**src/core/acs_pkg.sv**
```systemverilog
// constants, states and carriers of the ADC conversion sequencer
package acs_pkg;

	// ------------------------------------------------------------
	// clock and timing
	// ------------------------------------------------------------
	localparam int CLK_PERIOD_NS = 10;
	// master clock pin still low this long means it is tied low, not toggling
	localparam int MCLK_STILL_NS = 1000;
	localparam int MCLK_STILL_CYC = (MCLK_STILL_NS + CLK_PERIOD_NS - 1) / CLK_PERIOD_NS;
	// internal oscillator period, built from the system clock
	localparam int OSC_PERIOD_NS = 60;
	localparam int OSC_DIV_CYC = (OSC_PERIOD_NS / CLK_PERIOD_NS < 1) ? 1 :
		OSC_PERIOD_NS / CLK_PERIOD_NS;
	localparam int STILL_W = 8;
	localparam int OSC_W = 3;
	localparam logic [STILL_W-1:0] STILL_LAST = STILL_W'(MCLK_STILL_CYC - 1);
	localparam logic [OSC_W-1:0] OSC_LAST = OSC_W'(OSC_DIV_CYC - 1);

	// ------------------------------------------------------------
	// conversion timing, in master clock ticks
	// ------------------------------------------------------------
	localparam int CONVERT_REQUEST_N_TICKS = 80;
	localparam int START_LAG_TICKS = 2;
	localparam int RDY_EARLY_TICKS = 2;
	localparam int CNT_W = 7;
	localparam logic [CNT_W-1:0] CONVERT_REQUEST_N_LAST = CNT_W'(CONVERT_REQUEST_N_TICKS - 1);
	localparam logic [CNT_W-1:0] LAG_LAST = CNT_W'(START_LAG_TICKS - 1);
	localparam logic [CNT_W-1:0] RDY_EARLY_AT = CNT_W'(CONVERT_REQUEST_N_TICKS - 1 - RDY_EARLY_TICKS);

	// ------------------------------------------------------------
	// result coding
	// ------------------------------------------------------------
	localparam int RESULT_W = 16;
	localparam int SAMPLE_W = 20;
	localparam int ACC_W = 27;
	localparam int ACC_SHIFT = 6;
	localparam logic [RESULT_W-1:0] POS_FULL = 16'h7FFF;
	localparam logic [RESULT_W-1:0] NEG_FULL = 16'h8000;
	localparam logic [RESULT_W-1:0] SIGN_FLIP = 16'h8000;
	localparam logic [RESULT_W-1:0] UNI_TOP = 16'hFFFF;
	localparam logic [RESULT_W-1:0] UNI_BOTTOM = 16'h0000;

	// ------------------------------------------------------------
	// states and carriers
	// ------------------------------------------------------------
	typedef enum logic [1:0] {
		ACS_IDLE = 2'b00,
		ACS_ARM = 2'b01,
		ACS_CONVERT_REQUEST_N = 2'b11
	} acs_state_e;

	typedef struct packed {
		logic convert_request_n;
		logic mclk;
		logic portSelectN;
		logic coding_select;
	} acs_pins_s;

	// idle pin levels: request high, clock low, port deselected, unipolar
	localparam logic [3:0] PINS_IDLE = 4'hA;

	typedef struct packed {
		logic valid;
		logic [SAMPLE_W-1:0] data;
	} acs_sample_s;

	typedef struct packed {
		logic dataReadyN;
		logic oscRun;
		logic busy;
	} acs_status_s;

endpackage

```
**src/core/acs_pin_sync.sv**
```systemverilog
// three-stage pin synchroniser, output moves when stages two and three agree
`timescale 1ns/1ps
module acs_pin_sync #(
	parameter int W = 4,
	parameter logic [W-1:0] RST_VAL = '0
) (
	// clock and reset
	input wire logic clk_sys,
	input wire logic srst,
	// pins
	input wire logic [W-1:0] din,
	output logic [W-1:0] dout
);
	logic [W-1:0] s1, s2, s3;
	logic [W-1:0] next_dout;

	// s1 feeds s2 only; agreement filters a single-cycle glitch
	always_comb begin
		next_dout = (s2 & s3) | (dout & (s2 ^ s3));
	end

	always_ff @(posedge clk_sys) begin
		if (srst) begin
			s1 <= RST_VAL;
			s2 <= RST_VAL;
			s3 <= RST_VAL;
			dout <= RST_VAL;
		end else begin
			s1 <= din;
			s2 <= s1;
			s3 <= s2;
			dout <= next_dout;
		end
	end
endmodule

```
**src/core/acs_conversion_sequencer.sv**
```systemverilog
// conversion sequencer: clock source, conversion timing, result load, data-ready
`timescale 1ns/1ps
module acs_conversion_sequencer (
	// clock and reset
	input wire logic clk_sys,
	input wire logic srst,
	// host pins, asynchronous
	input wire acs_pkg::acs_pins_s pinsAsync,
	// serial port: last bit of the word has left
	input wire logic wordShiftedOut,
	// filter output, one sample per valid
	input wire acs_pkg::acs_sample_s filterSample,
	// status and port word
	output acs_pkg::acs_status_s status,
	output logic [acs_pkg::RESULT_W-1:0] portWord
);
	import acs_pkg::*;

	// ------------------------------------------------------------
	// pin synchronisers
	// ------------------------------------------------------------
	acs_pins_s pinsS;
	logic convLow;
	logic portSelLow;

	// a request that already lines up with the clock passes unchanged
	acs_pin_sync #(
		.W($bits(acs_pins_s)),
		.RST_VAL(PINS_IDLE)
	) uPinSync (
		.clk_sys(clk_sys),
		.srst(srst),
		.din(pinsAsync),
		.dout(pinsS)
	);

	assign convLow = ~pinsS.convert_request_n;
	assign portSelLow = ~pinsS.portSelectN;

	// ------------------------------------------------------------
	// conversion clock source
	// ------------------------------------------------------------
	logic mclkPrev, next_mclkPrev;
	logic oscRun, next_oscRun;
	logic [STILL_W-1:0] stillCnt, next_stillCnt;
	logic [OSC_W-1:0] oscCnt, next_oscCnt;
	logic extTick, oscTick, tick;

	always_comb begin
		next_mclkPrev = pinsS.mclk;
		next_stillCnt = stillCnt;
		next_oscRun = oscRun;
		extTick = mclkPrev & ~pinsS.mclk;
		if (pinsS.mclk != mclkPrev) begin
			next_stillCnt = '0;
			next_oscRun = 1'b0;
		end else if (pinsS.mclk) begin
			next_oscRun = 1'b0;
		end else if (stillCnt == STILL_LAST) begin
			next_oscRun = 1'b1;
		end else begin
			next_stillCnt = stillCnt + 1'b1;
		end
		oscTick = oscRun && (oscCnt == OSC_LAST);
		next_oscCnt = (!oscRun || oscTick) ? '0 : oscCnt + 1'b1;
		// pin held high gives no ticks at all, so cycles are deleted
		tick = oscRun ? oscTick : extTick;
	end

	always_ff @(posedge clk_sys) begin
		if (srst) begin
			mclkPrev <= 1'b0;
			oscRun <= 1'b0;
			stillCnt <= '0;
			oscCnt <= '0;
		end else begin
			mclkPrev <= next_mclkPrev;
			oscRun <= next_oscRun;
			stillCnt <= next_stillCnt;
			oscCnt <= next_oscCnt;
		end
	end

	// ------------------------------------------------------------
	// result coding
	// ------------------------------------------------------------
	logic signed [ACC_W-1:0] acc, next_acc;
	logic signed [ACC_W-1:0] accScaled;
	logic accFits;
	logic signed [ACC_W-1:0] accSum;
	logic accOvf;
	logic [RESULT_W-1:0] bipWord, resultWord;

	function automatic logic signed [ACC_W-1:0] acs_widen(input logic [SAMPLE_W-1:0] s);
		acs_widen = {{(ACC_W - SAMPLE_W){s[SAMPLE_W-1]}}, s};
	endfunction

	always_comb begin
		accScaled = acc >>> ACC_SHIFT;
		accFits = (&accScaled[ACC_W-1:RESULT_W-1]) | ~(|accScaled[ACC_W-1:RESULT_W-1]);
		if (accFits) begin
			bipWord = accScaled[RESULT_W-1:0];
		end else if (accScaled[ACC_W-1]) begin
			bipWord = NEG_FULL;
		end else begin
			bipWord = POS_FULL;
		end
		// flipping the sign bit keeps the clamp: FFFF and 0000 fall out
		resultWord = pinsS.coding_select ? bipWord : bipWord ^ SIGN_FLIP;
	end

	// ------------------------------------------------------------
	// conversion sequencer
	// ------------------------------------------------------------
	acs_state_e state, next_state;
	logic [CNT_W-1:0] cnt, next_cnt;
	logic dataReadyN, next_dataReadyN;
	logic busy, next_busy;
	logic [RESULT_W-1:0] next_portWord;
	logic convEnd, startConv, earlyRelease;

	always_comb begin
		convEnd = (state == ACS_CONVERT_REQUEST_N) && tick && (cnt == CONVERT_REQUEST_N_LAST);
		startConv = tick && (((state == ACS_ARM) && (cnt == LAG_LAST)) || (convEnd && convLow));
		earlyRelease = (state == ACS_CONVERT_REQUEST_N) && tick && (cnt == RDY_EARLY_AT) &&
			!dataReadyN && portSelLow;
		accSum = acc + acs_widen(filterSample.data);
		accOvf = (acc[ACC_W-1] == filterSample.data[SAMPLE_W-1]) &&
			(accSum[ACC_W-1] != acc[ACC_W-1]);
		next_state = state;
		next_cnt = cnt;
		unique case (state)
			ACS_IDLE: begin
				// from reset with request low the start lands on a fixed tick
				if (convLow) begin
					next_state = ACS_ARM;
					next_cnt = '0;
				end
			end
			ACS_ARM: begin
				// fixed lag absorbs the unknown phase of the request
				if (tick) begin
					next_cnt = cnt + 1'b1;
					if (cnt == LAG_LAST) begin
						next_state = ACS_CONVERT_REQUEST_N;
						next_cnt = '0;
					end
				end
			end
			ACS_CONVERT_REQUEST_N: begin
				if (tick) begin
					if (cnt == CONVERT_REQUEST_N_LAST) begin
						// request already high: single shot ends here
						next_state = convLow ? ACS_CONVERT_REQUEST_N : ACS_IDLE;
						next_cnt = '0;
					end else begin
						next_cnt = cnt + 1'b1;
					end
				end
			end
			default: begin
				next_state = ACS_IDLE;
				next_cnt = '0;
			end
		endcase
		next_busy = (next_state != ACS_IDLE);
		// start clears the sum so no earlier conversion leaks in
		if (startConv) begin
			next_acc = filterSample.valid ? acs_widen(filterSample.data) : '0;
		end else if ((state == ACS_CONVERT_REQUEST_N) && filterSample.valid) begin
			// clamp, never wrap: a full-scale or paused conversion keeps its sign
			next_acc = accOvf ? {acc[ACC_W-1], {(ACC_W - 1){~acc[ACC_W-1]}}} : accSum;
		end else begin
			next_acc = acc;
		end
		next_portWord = convEnd ? resultWord : portWord;
		// a new word wins over a read finishing in the same cycle
		if (convEnd) begin
			next_dataReadyN = 1'b0;
		end else if (wordShiftedOut || earlyRelease) begin
			next_dataReadyN = 1'b1;
		end else begin
			next_dataReadyN = dataReadyN;
		end
	end

	always_ff @(posedge clk_sys) begin
		if (srst) begin
			state <= ACS_IDLE;
			cnt <= '0;
			acc <= '0;
			dataReadyN <= 1'b1;
			busy <= 1'b0;
			portWord <= '0;
		end else begin
			state <= next_state;
			cnt <= next_cnt;
			acc <= next_acc;
			dataReadyN <= next_dataReadyN;
			busy <= next_busy;
			portWord <= next_portWord;
		end
	end

	assign status.dataReadyN = dataReadyN;
	assign status.oscRun = oscRun;
	assign status.busy = busy;

	// ------------------------------------------------------------
	// checks
	// ------------------------------------------------------------
	logic [CNT_W-1:0] hTicks;

	// independent tick count since the last start
	always_ff @(posedge clk_sys) begin
		if (srst || startConv) begin
			hTicks <= '0;
		end else if (tick && (state == ACS_CONVERT_REQUEST_N)) begin
			hTicks <= hTicks + 1'b1;
		end
	end
endmodule

```
**config.mk**
```make
export PLATFORM = sky130hd
export DESIGN_NAME = acs_conversion_sequencer
export DESIGN_NICKNAME = d
export VERILOG_FILES = /design/src/core/acs_pkg.sv /design/src/core/acs_pin_sync.sv /design/src/core/acs_conversion_sequencer.sv
export SDC_FILE = /design/constraint.sdc
export NUM_CORES = 1
export LEC_CHECK = 0
export BUFFER_PORTS_ARGS = -buffer_cell sky130_fd_sc_hd__buf_2
export CAP_MARGIN = 15
export CORE_AREA = 3 3 92 103
export CTS_CLUSTER_SIZE = 10
export DETAILED_ROUTE_END_ITERATION = 8
export DIE_AREA = 0 0 95 106
export PLACE_DENSITY = 0.77
export SETUP_SLACK_MARGIN = 0.05
export SLEW_MARGIN = 25
export SYNTH_ARGS = -nofsm -noshare
export SYNTH_HDL_FRONTEND = slang
export SYNTH_SLANG_ARGS = --single-unit
```
**constraint.sdc**
```tcl
create_clock -name clk_sys -period 5 [get_ports clk_sys]
set_input_delay 1 -clock clk_sys [delete_from_list [all_inputs] [get_ports clk_sys]]
set_output_delay 1 -clock clk_sys [all_outputs]
set_load 0.1 [all_outputs]
```
==> flow_summary.toml <==
[clock_network]
clkTransAtPathRegs_ps = 90
clock_latency_ps = 360
clockBufferDepth = 2
cts-buffers-inserted = 9
cts_root_buf = "clkbuf_8"
cts_setup_buffers = 0
h-tree-depth = 3
clock-sinks = 83
hold_buffers = 0
ctsResizeCount = 0
tritoncts = "built"

[logic_synthesis]
synth_ff_type = "dfxtp_1"
synth_compound_area_share_pct = 22.08
synth_top_family_by_area = "simple AND/OR/NAND/NOR gates"
netlist_area_sq_mm = 0.005027
yosys.area_share.simple_pct = 24.71
ys_seq_area_share_pct = 33.05
synth_fa_ha_area_share_pct = 9.358
ys_types = 60
synth_nets = 683
synthMuxAreaShare_pct = 0.6720
yosysWarnings = 0
ys_ff_latch = 83
async_flop_share_pct = 0
avgSynthCellArea_sq_um = 8.135
synth_cells = 618
synth-edff-count = 0
synth_xor_area_share_pct = 5.923

[floorplanning]
coreArea_sq_mm = 0.008452
die_area_sq_mm = 0.01007
start_util_pct = 59.48
die_y_um = 106
die_x_um = 95
fp-row-count = 35
io_pins = 47

[sta]
skew_ps = 12.78
final.min_clock_period_ps = 3908
setup_tns_ps = 0
fin_crit_sh_pct = 78.16
relSlewSlack_pct = 38.12
grt_setup_unrepaired = "no"
worst_slack_ps = 1092
hold_viol = 0
worst_slew_pin_slew_ps = 928.2
setup_viol = 0
max_freq_ghz = 0.2559
drv_slew = 0

[critical_path]
path_max_fanout = 15
required_ps = 5270
critPathLaunchType = "input pin"
worstSetupEndpointType = "flip-flop"
cp.arrival_ps = 4180
worstSetupPathType = "in2reg"

[detailed_routing]
wl_per_cell_um = 16.07
postRouteAntennaNets = 0
vias = 4610
drc_errors = 0
vias_per_cell = 6.106
first_pass_iters = 6
routed_wl_mm = 12.13
drt_first_iter_violations = 255

[global_routing]
grt_max_degree = 47
overflow = 0
antenna_found_initial = 0
grt_first_pass_wirelength_mm = 20.36
track_usage_pct = 24.96
first_global_vias = 4347

[job]
max_cap_viol_count = 0

[finish]
n_antenna_cell = 0
most-common-layout-cells = "83 x dfxtp_1, 75 x a21oi_1, 63 x nor2_1, 55 x nand2_1, 46 x buf_2"
utilization_pct = 64.53
multi_input_area_sq_mm = 0.003157
final_nets = 704
regArea_sq_mm = 0.001662
final_common_cell = "dfxtp_1"
syn_to_final_growth_pct = 8.487
n_fill_cell = 726
drive_above_1_share_pct = 14.91

[power]
ir_drop_mv = 0.1599
power_density_mw_per_mm2 = 232.7
p_leak_nw = 2.236

[placed_design]
dpl.hpwl_mm = 8.756
port-buffer-count = 46
dp_slack_ps = 766.7
routabilityCongestion = 0.9520

[hold_path]
min_path_type = "reg2reg"

[outcome]
status = "complete, no violations"
[per-stage QoR]
stage | std cells | area, sq um | total power [W] | hold slack [ps]
after CTS | 755 | 5451 | 0.001281 | 421.2
after global placement | 739 | 5256 | 0.0008015 | 394.1
after global routing | 755 | 5454 | 0.001318 | 435.6
final | 755 | 5454 | 0.001269 | 419.6
after floorplan | 618 | 5027 | 0.0007739 | 389.5
after detailed placement | 739 | 5256 | 0.0008056 | 396.3
[cell families after synthesis]
family | count (synthesis)
muxes | 3
xor gates and xnor gates | 34
buffers and inverters | 51
AOI/OAI and AO/OA | 168
adders and majority gates | 37
and+or+nand+nor | 242
DFF | 83
[final timing paths]
check	slack [ps]	cells after the start	end	start
setup / recovery	1090	12	acc[9]	filterSample[0]
hold reg to reg	420	1	uPinSync.s2[1]	uPinSync.s1[1]
setup reg to reg	1520	11	acc[9]	acc[0]
hold / removal	420	1	uPinSync.s2[1]	uPinSync.s1[1]
[layer usage]
layer  global-route usage [%]  vias up  wire length [um]
li1                         -     2289                 -
met1                    32.02     2131              5313
met2                    40.81      165              5819
met3                    4.459       25               630
met4                    10.52        0               371
met5                        0        -                 0
[registers in the layout, summed over array words and instances, names as in the netlist, 2 cells and up]
register,count
acc,27
cnt,7
oscCnt,3
portWord,16
state,2
stillCnt,8
uPinSync.dout,4
uPinSync.s1,4
uPinSync.s2,4
uPinSync.s3,4
[critical path, cell delays in order]
cell and delay [ps]:
buf_2 110, ha_1 230, fa_1 420, a21o_1 190, a221o_1 350, a21oi_2 320, o2111ai_2 200, o211ai_4 220
mux2i_2 470, buf_4 300, a21oi_1 100, nor4_2 270
[power breakdown]
part	switching, W	internal, W
combinational	0.0000744	0.0000406
clock	0.000283	0.000194
sequential	0.00000737	0.000670
total	0.000365	0.000905
[Yosys cell counts, types with 2 or more instances]
master / instances / area [sq um]
xor2_1: 19 / 166.4
nor4_2: 11 / 137.6
a21oi_1: 75 / 375.4
dfxtp_1: 83 / 1662
a2111oi_0: 2 / 17.52
nor2b_1: 11 / 68.82
nor3_1: 25 / 125.1
nor2_1: 64 / 240.2
nor3b_1: 3 / 22.52
and3_1: 8 / 50.05
o311ai_0: 2 / 17.52
xnor2_1: 15 / 131.4
nand2_1: 55 / 206.5
a31o_2: 2 / 17.52
inv_1: 11 / 41.29
a211oi_1: 13 / 97.59
o21ai_0: 14 / 70.07
nand4b_1: 2 / 17.52
a21o_1: 12 / 90.09
buf_1: 3 / 11.26
o21bai_1: 4 / 30.03
nor4_1: 7 / 43.79
buf_4: 5 / 37.54
nand3_1: 25 / 125.1
clkbuf_1: 31 / 116.4
mux2i_1: 2 / 20.02
nand2_2: 2 / 12.51
nand4_1: 13 / 81.33
o21ai_1: 2 / 10.01
o211ai_1: 10 / 75.07
or3_1: 2 / 12.51
o22ai_1: 3 / 18.77
ha_1: 36 / 450.4
or2_2: 7 / 43.79
o21a_1: 5 / 37.54
nand3b_1: 4 / 30.03
a211o_1: 5 / 43.79
a31oi_1: 3 / 18.77
[cell type report]
cell class	instances	share of cell area, %
Sequential cell	83	30.47
Clock buffer	9	2.271
Inverter	11	0.7571
Timing Repair Buffer	50	4.772
Multi-Input combinational cell	484	57.88
Clock inverter	7	1.308
Tap cell	111	2.546
Note: power is estimated with default switching activity, not from simulation.
